[src/logic/lpws_pkg.sv]
// Package with register map, field layout, states and timing counts of the wake supervisor.
package lpws_pkg;

  // ****************************************************************
  // Clock and timing
  // ****************************************************************
  localparam int CLK_MHZ = 10;
  localparam int OVERSHOOT_US = 6;
  localparam int FULL_PERF_SETTLE_US = 2;
  localparam int NORMAL_SETTLE_US = 150;
  localparam int ENTRY_WINDOW_US = 1;
  localparam int CORE_RAMP_US = 40;
  // Longest times round down, least times round up; here both are exact.
  localparam logic [15:0] OVERSHOOT_CYC = 16'(OVERSHOOT_US * CLK_MHZ);
  localparam logic [15:0] FULL_PERF_SETTLE_CYC = 16'(FULL_PERF_SETTLE_US * CLK_MHZ);
  localparam logic [15:0] NORMAL_SETTLE_CYC = 16'(NORMAL_SETTLE_US * CLK_MHZ);
  localparam logic [15:0] ENTRY_WINDOW_CYC = 16'(ENTRY_WINDOW_US * CLK_MHZ);
  localparam logic [15:0] CORE_RAMP_CYC = 16'(CORE_RAMP_US * CLK_MHZ);
  // Software wait after wake per core level, in clock cycles.
  localparam logic [6:0] WAKE_WAIT_L0 = 7'h20;
  localparam logic [6:0] WAKE_WAIT_L1 = 7'h30;
  localparam logic [6:0] WAKE_WAIT_L2 = 7'h50;
  localparam logic [6:0] WAKE_WAIT_L3 = 7'h64;

  // ****************************************************************
  // Register map
  // ****************************************************************
  localparam logic [7:0] ADDR_CLK_CTRL = 8'h00;
  localparam logic [7:0] ADDR_LOW_SV_CTRL = 8'h04;
  localparam logic [7:0] ADDR_HIGH_SV_CTRL = 8'h08;
  localparam logic [7:0] ADDR_CORE_LEVEL = 8'h0C;
  localparam logic [7:0] ADDR_LPM_ENTER = 8'h10;
  localparam logic [7:0] ADDR_PM_FLAGS = 8'h14;
  localparam logic [7:0] ADDR_IRQ_STATUS = 8'h18;
  localparam logic [7:0] ADDR_IRQ_CLEAR = 8'h1C;
  localparam logic [7:0] ADDR_IRQ_ENABLE = 8'h20;
  localparam logic [7:0] ADDR_STATUS = 8'h24;

  // Field positions.
  localparam int CLK_REQ_EN_BIT = 0;
  localparam int CLK_SRC_XTAL_BIT = 1;
  localparam int SV_FULL_PERF_BIT = 0;
  localparam int FLAG_LOW_SETTLE_BIT = 0;
  localparam int FLAG_HIGH_SETTLE_BIT = 1;
  localparam logic [2:0] LPM_CODE_2 = 3'h2;
  localparam logic [2:0] LPM_CODE_3 = 3'h3;
  localparam logic [2:0] LPM_CODE_4 = 3'h4;

  // Interrupt event bits.
  localparam int EV_WAKE_DONE = 0;
  localparam int EV_WAKE_FAIL = 1;
  localparam int EV_CORE_RESET = 2;
  localparam int EV_SETTLED = 3;
  localparam int EV_NUM = 4;

  // Reset values.
  localparam logic [1:0] CLK_CTRL_RST = 2'h1;
  localparam logic SV_FULL_PERF_RST = 1'b0;
  localparam logic [1:0] CORE_LEVEL_RST = 2'h0;

  typedef enum logic [1:0] {
    ST_ACTIVE,
    ST_SLEEP,
    ST_WAKE,
    ST_STUCK
  } lpws_state_e;

  typedef struct packed {
    logic [7:0] addr;
    logic [31:0] wdata;
    logic wr;
    logic rd;
  } lpws_bus_s;

endpackage : lpws_pkg

[src/logic/lpws_seq.sv]
// Low-power wake supervisor: power modes, wake overshoot, supervisor settling and recovery.
//
// What this block does
// - Wake from mode 3 or 4 on internal oscillator overshoots clock up to 6 us.
// - Subsystem clock from internal oscillator is never masked or gated during wake.
// - Low-side supervisor full-performance mode settles in about 2 us.
// - Raising core level in full-performance mode resets the device when settling expires early.
// - Interrupt within 1 us of sleep entry may leave the device stuck asleep.
// - External reset, power cycle or power-up-clear reset recovers a stuck device.
//
// Design decisions made here: the register addresses and the address-and-strobe port.
`timescale 1ns/1ps

module lpws_seq
  import lpws_pkg::*;
(
  input wire logic core_clk,
  input wire logic reset,
  input wire logic [7:0] reg_addr,
  input wire logic [31:0] reg_wdata,
  input wire logic reg_wr,
  input wire logic reg_rd,
  output logic [31:0] reg_rdata,
  input wire logic wake_irq,
  input wire logic power_up_clear_reset,
  output logic subsys_clk_run,
  output logic subsys_clk_overshoot,
  output logic subsys_clk_from_xtal,
  output logic sleeping,
  output logic core_reset_req,
  output logic irq
);

  // ****************************************************************
  // State
  // ****************************************************************
  typedef struct packed {
    lpws_state_e state;
    logic [2:0] lpm;
    logic [1:0] clk_ctrl;
    logic low_full_perf;
    logic high_full_perf;
    logic [1:0] core_level;
    logic low_settle;
    logic high_settle;
    logic [15:0] low_cnt;
    logic [15:0] high_cnt;
    logic ramping;
    logic [15:0] ramp_cnt;
    logic [15:0] state_cnt;
    logic entry_unsettled;
    logic [EV_NUM-1:0] irq_status;
    logic [EV_NUM-1:0] irq_enable;
    logic core_reset;
    logic [31:0] rdata;
  } lpws_st_s;

  lpws_st_s st_q;
  lpws_st_s st_d;
  lpws_bus_s bus;
  logic [EV_NUM-1:0] ev;
  logic [EV_NUM-1:0] clr;
  logic [31:0] rd_mux;
  logic deep;

  assign bus = '{addr: reg_addr, wdata: reg_wdata, wr: reg_wr, rd: reg_rd};

  // ****************************************************************
  // Read multiplexer
  // ****************************************************************
  always_comb begin
    rd_mux = 32'h0;
    case (bus.addr)
      ADDR_CLK_CTRL: rd_mux = {30'h0, st_q.clk_ctrl};
      ADDR_LOW_SV_CTRL: rd_mux = {31'h0, st_q.low_full_perf};
      ADDR_HIGH_SV_CTRL: rd_mux = {31'h0, st_q.high_full_perf};
      ADDR_CORE_LEVEL: rd_mux = {30'h0, st_q.core_level};
      ADDR_LPM_ENTER: rd_mux = {29'h0, st_q.lpm};
      ADDR_PM_FLAGS: rd_mux = {30'h0, st_q.high_settle, st_q.low_settle};
      ADDR_IRQ_STATUS: rd_mux = {28'h0, st_q.irq_status};
      ADDR_IRQ_ENABLE: rd_mux = {28'h0, st_q.irq_enable};
      ADDR_STATUS: rd_mux = {28'h0, st_q.ramping, st_q.entry_unsettled, st_q.state};
      default: rd_mux = 32'h0;
    endcase
  end

  // ****************************************************************
  // Next state
  // ****************************************************************
  always_comb begin
    st_d = st_q;
    ev = '0;
    clr = '0;
    st_d.core_reset = 1'b0;
    st_d.rdata = bus.rd ? rd_mux : 32'h0;
    deep = (st_q.lpm == LPM_CODE_3) || (st_q.lpm == LPM_CODE_4);

    // Settle counters run down and drop their flag when the count reaches one.
    if (st_q.low_settle) begin
      if (st_q.low_cnt <= 16'h1) begin
        st_d.low_settle = 1'b0;
        ev[EV_SETTLED] = 1'b1;
      end else begin
        st_d.low_cnt = st_q.low_cnt - 16'h1;
      end
    end
    if (st_q.high_settle) begin
      if (st_q.high_cnt <= 16'h1) begin
        st_d.high_settle = 1'b0;
        ev[EV_SETTLED] = 1'b1;
      end else begin
        st_d.high_cnt = st_q.high_cnt - 16'h1;
      end
    end

    // Core voltage ramp; the low-side delay must outlast it or the device resets.
    if (st_q.ramping) begin
      if (st_q.ramp_cnt <= 16'h1) begin
        st_d.ramping = 1'b0;
      end else begin
        st_d.ramp_cnt = st_q.ramp_cnt - 16'h1;
        if (st_q.low_settle && st_q.low_cnt <= 16'h1) begin
          st_d.core_reset = 1'b1;
          ev[EV_CORE_RESET] = 1'b1;
          st_d.ramping = 1'b0;
        end
      end
    end

    // ****************************************************************
    // Register writes
    // ****************************************************************
    if (bus.wr) begin
      case (bus.addr)
        ADDR_CLK_CTRL: st_d.clk_ctrl = bus.wdata[1:0];
        ADDR_LOW_SV_CTRL: begin
          st_d.low_full_perf = bus.wdata[SV_FULL_PERF_BIT];
          st_d.low_settle = 1'b1;
          st_d.low_cnt = bus.wdata[SV_FULL_PERF_BIT] ?
            FULL_PERF_SETTLE_CYC : NORMAL_SETTLE_CYC;
        end
        ADDR_HIGH_SV_CTRL: begin
          st_d.high_full_perf = bus.wdata[SV_FULL_PERF_BIT];
          st_d.high_settle = 1'b1;
          st_d.high_cnt = bus.wdata[SV_FULL_PERF_BIT] ?
            FULL_PERF_SETTLE_CYC : NORMAL_SETTLE_CYC;
        end
        ADDR_CORE_LEVEL: begin
          st_d.core_level = bus.wdata[1:0];
          if (bus.wdata[1:0] > st_q.core_level) begin
            // A raise restarts the low-side comparator delay in the current mode.
            st_d.ramping = 1'b1;
            st_d.ramp_cnt = CORE_RAMP_CYC;
            st_d.low_settle = 1'b1;
            st_d.low_cnt = st_q.low_full_perf ? FULL_PERF_SETTLE_CYC : NORMAL_SETTLE_CYC;
          end
        end
        ADDR_LPM_ENTER: begin
          if (st_q.state == ST_ACTIVE && (bus.wdata[2:0] == LPM_CODE_2 ||
              bus.wdata[2:0] == LPM_CODE_3 || bus.wdata[2:0] == LPM_CODE_4)) begin
            st_d.lpm = bus.wdata[2:0];
            st_d.state = ST_SLEEP;
            st_d.state_cnt = 16'h0;
            // Entry with a supervisor still settling is remembered as hazardous.
            st_d.entry_unsettled = st_q.low_settle | st_q.high_settle;
          end
        end
        ADDR_IRQ_CLEAR: clr = bus.wdata[EV_NUM-1:0];
        ADDR_IRQ_ENABLE: st_d.irq_enable = bus.wdata[EV_NUM-1:0];
        default: ;
      endcase
    end

    // ****************************************************************
    // Power mode sequence
    // ****************************************************************
    case (st_q.state)
      ST_ACTIVE: ;
      ST_SLEEP: begin
        if (st_q.state_cnt != 16'hFFFF) begin
          st_d.state_cnt = st_q.state_cnt + 16'h1;
        end
        if (wake_irq) begin
          // Early interrupt or unsettled entry hangs the wake logic.
          if (st_q.state_cnt < ENTRY_WINDOW_CYC || st_q.entry_unsettled) begin
            st_d.state = ST_STUCK;
            ev[EV_WAKE_FAIL] = 1'b1;
          end else if (deep && !st_q.clk_ctrl[CLK_SRC_XTAL_BIT]) begin
            st_d.state = ST_WAKE;
            st_d.state_cnt = OVERSHOOT_CYC;
          end else begin
            st_d.state = ST_ACTIVE;
            st_d.lpm = 3'h0;
            ev[EV_WAKE_DONE] = 1'b1;
          end
        end
      end
      ST_WAKE: begin
        if (st_q.state_cnt <= 16'h1) begin
          // Software now owes the per-level wait before re-enabling peripherals.
          st_d.state = ST_ACTIVE;
          st_d.lpm = 3'h0;
          ev[EV_WAKE_DONE] = 1'b1;
        end else begin
          st_d.state_cnt = st_q.state_cnt - 16'h1;
        end
      end
      ST_STUCK: ;
      default: st_d.state = ST_ACTIVE;
    endcase

    // A power-up-clear reset brings a stuck device back; settings survive it.
    if (power_up_clear_reset && st_q.state == ST_STUCK) begin
      st_d.state = ST_ACTIVE;
      st_d.lpm = 3'h0;
      st_d.entry_unsettled = 1'b0;
    end

    // Set wins over clear so no event is lost.
    st_d.irq_status = (st_q.irq_status & ~clr) | ev;
  end

  // ****************************************************************
  // Registers
  // ****************************************************************
  always_ff @(posedge core_clk) begin
    if (reset) begin
      // External reset and power cycle both arrive here.
      st_q <= '{state: ST_ACTIVE, lpm: 3'h0, clk_ctrl: CLK_CTRL_RST,
                low_full_perf: SV_FULL_PERF_RST, high_full_perf: SV_FULL_PERF_RST,
                core_level: CORE_LEVEL_RST, low_settle: 1'b0, high_settle: 1'b0,
                low_cnt: 16'h0, high_cnt: 16'h0, ramping: 1'b0, ramp_cnt: 16'h0,
                state_cnt: 16'h0, entry_unsettled: 1'b0, irq_status: '0,
                irq_enable: '0, core_reset: 1'b0, rdata: 32'h0};
    end else begin
      st_q <= st_d;
    end
  end

  // ****************************************************************
  // Outputs
  // ****************************************************************
  // The subsystem clock keeps running through the overshoot; nothing masks it.
  // It stops during deep sleep only when software dropped the request enable, and always while the device is stuck.
  assign subsys_clk_run = !(st_q.state == ST_SLEEP && (st_q.lpm != LPM_CODE_2) &&
                            !st_q.clk_ctrl[CLK_REQ_EN_BIT]) && (st_q.state != ST_STUCK);
  assign subsys_clk_overshoot = (st_q.state == ST_WAKE);
  assign subsys_clk_from_xtal = st_q.clk_ctrl[CLK_SRC_XTAL_BIT];
  assign sleeping = (st_q.state == ST_SLEEP) || (st_q.state == ST_STUCK);
  assign core_reset_req = st_q.core_reset;
  assign reg_rdata = st_q.rdata;
  assign irq = |(st_q.irq_status & st_q.irq_enable);

endmodule : lpws_seq
[config.mk]
export PLATFORM = sky130hd
export DESIGN_NAME = lpws_seq
export DESIGN_NICKNAME = d
export VERILOG_FILES = /design/src/logic/lpws_pkg.sv /design/src/logic/lpws_seq.sv
export SDC_FILE = /design/constraint.sdc
export NUM_CORES = 1
export LEC_CHECK = 0
export ABC_CLOCK_PERIOD_IN_PS = 3300
export CAP_MARGIN = 10
export CORE_ASPECT_RATIO = 1.1
export CORE_MARGIN = 8
export CORE_UTILIZATION = 40
export CTS_BUF_LIST = sky130_fd_sc_hd__clkbuf_16
export DETAILED_ROUTE_END_ITERATION = 6
export DONT_BUFFER_PORTS = 1
export PLACE_DENSITY = 0.66
export SLEW_MARGIN = 0
export SYNTH_ARGS = -nofsm -noshare
export SYNTH_HDL_FRONTEND = slang
export SYNTH_SLANG_ARGS = --single-unit
[constraint.sdc]
create_clock -name core_clk -period 3.3 [get_ports core_clk]
set_clock_uncertainty 0.05 [all_clocks]
set_input_delay 0.66 -clock core_clk [delete_from_list [all_inputs] [get_ports core_clk]]
set_output_delay 0.66 -clock core_clk [all_outputs]
set_load 0.03 [all_outputs]
==> impl_results.md, run 1 <==
- Antenna-violating nets left: 0
- Post-CTS sizing: 0
- Die X: 128 um
- Hold Vio Cnt, Final: 0
- #FFs+latches synth: 92
- Pwr/cell area: roughly 380 nW/um^2
- Tmin final: 2.91 ns
- Post-Synthesis Cells: 694
- Critical path startpoint category: flop
- Final non-filler cell total: 873
- CP top delay family: compound AO/OA/AOI/OAI gates
- Clock tree buffer depth: 2
- Register area: 1840 sq um
- TritonCTS clock tree: yes
- Routed wire length: 13900 um
- Crit-path max FO: 9
- Setup fix buffers added after clock tree synthesis: 0
- # fillers: ~1400
- # hold bufs at CTS: 0
- Final setup viols: 0
- Fin. max-slew vios: 0
- R2r setup slk: 0.39 ns
- TNS Setup: 0 ns
- Status: completed
- IO Port Bufs: 0
- Row cnt: between 40 and 50
- Async S/R FF share, synth: 0
- Count leader, synth: dfxtp_1
- Ys flop type: dfxtp_1
- GRT Total Usage: 0.160
- WHS Endpoint: st_q[52]
- Crit path largest cell delay: 0.70 ns
- Synth-to-Final Area Change: 5.83%
- Starting density of the core: 0.403
- Maximum vdd drop: between 0.2 and 0.25 mV
- Worst Setup End Kind: flop
- Critical path buffers and inverters: 2
- Vias in the first global route: 4765
- Final Core Density: 0.427
- Initial DRC Count: 438
- Global-route wire length before repair: 23300 um
- Core Area: about 14000 sq um
- Worst slew pin tran: 0.944 ns
- Die height: 139 um
- Critical Path RT: 3.53 ns
- CTS Root Cell: clkbuf_16
- Most frequent cells after synthesis: dfxtp_1, nor2_1, nand2_1
- Critical path class: reg -> reg
- Hold path start: reset
- Number of diodes: 0
- Pre-antenna DRT Iters: 5
- Avg Cell Area, Syn: 7.92 sq um
- H-tree lvl count: 3
- Crit. path cell count: 9
- Placed Cells: around 860
- DR WL/cell: 15.9 um
- Max-cap violations: 0
- Reg2reg end: st_q[46]
- Multi-input gate area: approximately 3300 sq um
- Top-area cell type share of the netlist area: 0.335
- Final Cycle Share: 0.883
- Placer congestion estimate: 0.949
- Area leader, netlist: dfxtp_1
- Sequential fraction of the synthesis area: 0.335
- Clk_lat worst skew: 0.36 ns
- Initial antenna violation count: 0
- Post-synthesis cell type count: 75
- Crit-path slowest cell: a21boi_0
- CTS Buf Count: 9
- Vias per cell: 5.59
- Fmax: 343 MHz
- Synth area leaders: dfxtp_1, nor2_1, xnor2_1
- Post-synthesis cell area: approximately 5500 sq um
- Worst r2r src: st_q[42]
- Grt ovf: 0
- RSZ-0062 raised after global routing: false
- Pin count of the biggest net entering global routing: 36
- Worst-path cell chain: inv_1 > ha_1 > nor2_1 > nor4_1 > buf_4 > a21boi_0 > nand2_1 > o221a_2 > o21ai_0
- HPWL after detailed placement: roughly 10000 um
- Reg clk slew, reported paths: 0.07 ns
- Worst hold path stage count: 1
- EDFF count, synth: 0
- DRC errors left: 0
- Layout Nets: 742
- Ys Warns: 0
- IO Count: 84
- Cells on worst reg2reg path: 9
- P_leak: 2.14 nW
- DR vias: slightly below 5000
- Slew margin rel.: 0.365
- Clk sinks: 92
- Fraction of layout instances using a drive strength above 1: 0.0672
- HP Class: in -> reg
- Die ar.: 17700 sq um
- Worst EP arrival: 3.14 ns
==> report_power, final <==
| part | switching [W] | internal [W] | total (W) |
|---|---|---|---|
| Sequential | 0.00000329 | 0.00111 | 0.00112 |
| Combinational | 0.0000862 | 0.0000261 | 0.000112 |
| Clock | 0.000452 | 0.000506 | 0.000959 |
| Total | 0.000542 | 0.00164 | 0.00219 |
==> registers in the layout, summed over array words and instances (netlist names) <==
register              cells
core_reset_req            1
reg_rdata                 4
st_q                     86
subsys_clk_from_xtal      1
==> how the worst max path moves through the flow <==
stage / startpoint / endpoint
final: st_q[42] / st_q[46]
after global routing: st_q[42] / st_q[46]
after CTS: st_q[42] / st_q[46]
after detailed placement: reg_addr[5] / st_q[56]
after global placement: st_q[42] / st_q[46]
after floorplan: reg_addr[4] / st_q[60]
==> layout by cell type, fill, tap and decap left out, drive strengths merged, types with 4 or more instances in the layout <==
cell,instances
dfxtp,92
nor2,78
nand2,69
a21oi,53
xnor2,31
conb,28
nand3,26
inv,24
nor3,23
o21ai,23
nor4,20
xor2,17
ha,15
buf,13
a31oi,12
or3,12
clkbuf,9
a211oi,8
or4,8
o211ai,8
nand4,7
and3,6
nor2b,5
o22ai,5
mux2i,5
nor4b,5
a22oi,4
or2,4
nand2b,4
and2,4
a32oi,4
o221a,4
==> metal layers <==
metal  up-vias  routed length (um)  GRT usage
li1       2412                   -          -
met1      2284                6080      0.197
met2       160                6650      0.264
met3        22                 848     0.0285
met4         0                 320     0.0764
met5         -                   0          0
==> through the flow <==
stage	power (W)	area [sq um]	worst slack (ns)	hold slack, ns
2_1_floorplan	0.00127	5600	0.746	0.393
3_3_place_gp	0.00125	5550	0.494	0.403
3_5_place_dp	0.00125	5550	0.478	0.407
4_1_cts	0.00220	5820	0.465	0.312
5_1_grt	0.00226	5820	0.231	0.315
6_report	0.00219	5820	0.386	0.317
==> logic make-up (layout without fill, tap and decap cells) <==
family | Yosys count | after routing | share of synthesized area
simple gates | 287 | 287 | 0.263
compound gates | 159 | 159 | 0.195
flops | 92 | 92 | 0.335
buf+inv | 86 | 50 | 0.0838
xor+xnor | 48 | 48 | 0.0765
fa+ha+maj | 15 | 15 | 0.0342
mux | 6 | 6 | 0.0112
other cells | 1 | 28 | 0.000682
==> final cells by class <==
type                    count  area share
multi-input cells         543       0.566
flip-flops and latches     92       0.317
well taps                 188      0.0404
clock buffers               9      0.0387
repair buffers             13      0.0168
inverters                  22      0.0142
clock inverters             6     0.00667
(Power assumes the default switching activity.)
==> run 2: changes to the inputs <==
CTS_BUF_LIST = sky130_fd_sc_hd__clkbuf_8   (was sky130_fd_sc_hd__clkbuf_16)
REMOVE_ABC_BUFFERS = 1   (was not set)
SKIP_LAST_GASP = 1   (was not set)
==> run 2 against run 1 <==
Net effect:
- total power decreased by 6.3%
- clock-buffer cell count unchanged
- register-to-register slack improved by 0.16 ns
- combinational power barely moved
- worst hold slack worse by 0.041 ns
- worst setup slack improved by 0.16 ns
- cell count unchanged
- maximum frequency grew 5.9%
- core utilization down 0.47 points
- sequential share of layout area rose by 0.35 points
- non-clock buffer count down 1
- critical endpoint unchanged
==> impl_results.md, run 2 (synthesis gave the netlist of run 1 again) <==
- Maximum vdd drop: 0.154 mV (-24%)
- Fmax: 363 MHz (+5.9%)
- Commonest non-fill, non-tap cell in the layout: dfxtp_1
- Grt ovf: 0 (unchanged)
- Final non-filler cell total: 873 (unchanged)
- CTS Root Cell: clkbuf_8
- Clk sinks: 92 (unchanged)
- Clk_lat worst skew: 0.39 ns (+0.03 ns)
- DR vias: 4912 (+0.70%)
- Crit. Startpoint: st_q[42]
- Critical path class: reg -> reg
- Vias per cell: 5.63 (+0.70%)
- # fillers: 1458 (+4.4%)
- Die X: 128 um (unchanged)
- Layout Nets: 741 (-0.13%)
- Crit path largest cell delay: 0.57 ns (-0.13 ns)
- # hold bufs at CTS: 0 (unchanged)
- TritonCTS clock tree: yes
- Final setup viols: 0 (unchanged)
- Final Cycle Share: 0.834 (-0.0492)
- Fraction of layout instances using a drive strength above 1: 0.0686 (+0.00146)
- Pin count of the biggest net entering global routing: 36 (unchanged)
- TNS Setup: 0 ns (unchanged)
- Final Core Density: 0.422 (-0.00468)
- Register area: 1840 sq um (unchanged)
- Placer congestion estimate: 0.916 (-3.4%)
- IO Count: 84 (unchanged)
- Multi-input gate area: 3290 sq um (unchanged)
- Routed wire length: 14100 um (+1.6%)
- Setup fix buffers added after clock tree synthesis: 0 (unchanged)
- Total power: 0.00205 W (-6.3%)
- H-tree lvl count: 3 (unchanged)
- Post-CTS sizing: 0 (unchanged)
- Vias in the first global route: 4782 (+0.36%)
- Initial DRC Count: 298 (-32%)
- Most flops, register: st_q
- RSZ-0062 raised after global routing: false
- IO Port Bufs: 0 (unchanged)
- Reg2reg end: st_q[46]
- Max-cap violations: 0 (unchanged)
- Initial antenna violation count: 0 (unchanged)
- GRT Total Usage: 0.161 (+0.000625)
- Setup crit end: st_q[46]
- Worst r2r src: st_q[42]
- Clock tree buffer depth: 2 (unchanged)
- Pre-antenna DRT Iters: 5 (unchanged)
- R2r setup slk: 0.55 ns (+0.16 ns)
- DR WL/cell: 16.2 um (+1.6%)
- Placed Cells: 857 (-0.12%)
- Synth-to-Final Area Change: 4.67%
- HPWL after detailed placement: 10400 um (+1.7%)
- Global-route wire length before repair: 23600 um (+1.0%)
- Tmin final: 2.75 ns (-0.162 ns)
- Number of diodes: 0 (unchanged)
- Crit-path slowest cell: a21boi_0
- Fin. max-slew vios: 0 (unchanged)
- P_leak: 2.11 nW (-1.3%)
- Worst slew pin tran: 0.811 ns (-0.133 ns)
- Critical Path RT: 3.56 ns (+0.03 ns)
- Hold Vio Cnt, Final: 0 (unchanged)
- Row cnt: 45 (unchanged)
- Reg clk slew, reported paths: 0.10 ns (+0.03 ns)
- Fin Hold WS: 0.277 ns (-0.0405 ns)
- Commonest non-fill, non-tap cells in the layout: dfxtp_1, nor2_1, nand2_1
- Die height: 139 um (unchanged)
- Critical path startpoint category: flop
- DRC errors left: 0 (unchanged)
- Crit-path max FO: 9 (unchanged)
- Worst-path cell chain: inv_1 > ha_1 > nor2_1 > nor4_1 > buf_4 > a21boi_0 > nand2_1 > o221a_2 > o21ai_0
- Worst EP arrival: 3.02 ns (-0.12 ns)
- Crit. path cell count: 9 (unchanged)
- CP top delay family: compound AO/OA/AOI/OAI gates
- HP Class: in -> reg
- Pwr/cell area: 356 nW/um^2 (-5.2%)
- Slew margin rel.: 0.455 (+0.0894)
- Worst Setup End Kind: flop
- Antenna-violating nets left: 0 (unchanged)
- Status: completed
- Cells on worst reg2reg path: 9 (unchanged)
- Critical path buffers and inverters: 2 (unchanged)
- Starting density of the core: 0.403 (unchanged)
- Core Area: 13600 sq um (unchanged)
- Largest register FFs: 86 (unchanged)
- Die ar.: 17700 sq um (unchanged)
- CTS Buf Count: 9 (unchanged)
[run 2: cell types whose count changed in the layout (fill, tap and decap cells not counted), sizes merged]
cell / previous run / this run
buf: 13 / 12
bufinv: 0 / 1
clkinvlp: 1 / 0
inv: 24 / 25
[run 2: worst min-delay path by stage]
stage | from | end | slack (ns) | depth (start not counted)
CTS | reset | st_q[52] | 0.26 | 1
detailed placement | st_q[103] | st_q[103] | 0.41 | 2
floorplan | st_q[39] | st_q[39] | 0.39 | 2
global placement | st_q[103] | st_q[103] | 0.40 | 2
finish | reset | st_q[52] | 0.28 | 1
global route | reset | st_q[39] | 0.25 | 1
[run 2: final cells by class]
type                       count  area share
tap                          188      0.0409
clock inverter                 7      0.0146
multi-input combinational    543       0.573
sequential                    92       0.320
clock buffer                   9      0.0215
timing repair buffer          12      0.0157
inverter                      22      0.0144
[run 2: layer usage]
metal  wire length [um]  share of wire  global-route usage
met3                971          0.069              0.0585
met4                220          0.016              0.0520
met2               7240           0.51               0.281
met5                  0              0                   0
met1               5690           0.40               0.175
[run 2: through the flow]
step	worst slack, ns	instance area [sq um]
floorplan	0.342	5220
global placement	0.661	5540
detailed placement	0.604	5540
CTS	0.572	5750
global route	0.370	5750
finish	0.549	5750
[run 2: report_power, final]
group	total, W	internal (W)	switching, W
combinational	0.000113	0.0000261	0.0000870
sequential	0.00111	0.00111	0.00000346
clock	0.000821	0.000365	0.000456
[run 2: worst reg2reg max path, stage by stage (launching register included)]
cell and delay, ns:
dfxtp_1 0.49, inv_1 0.10, ha_1 0.25, nor2_1 0.10, nor4_1 0.05, buf_4 0.17
a21boi_0 0.57, nand2_1 0.36, o221a_2 0.37, o21ai_0 0.17
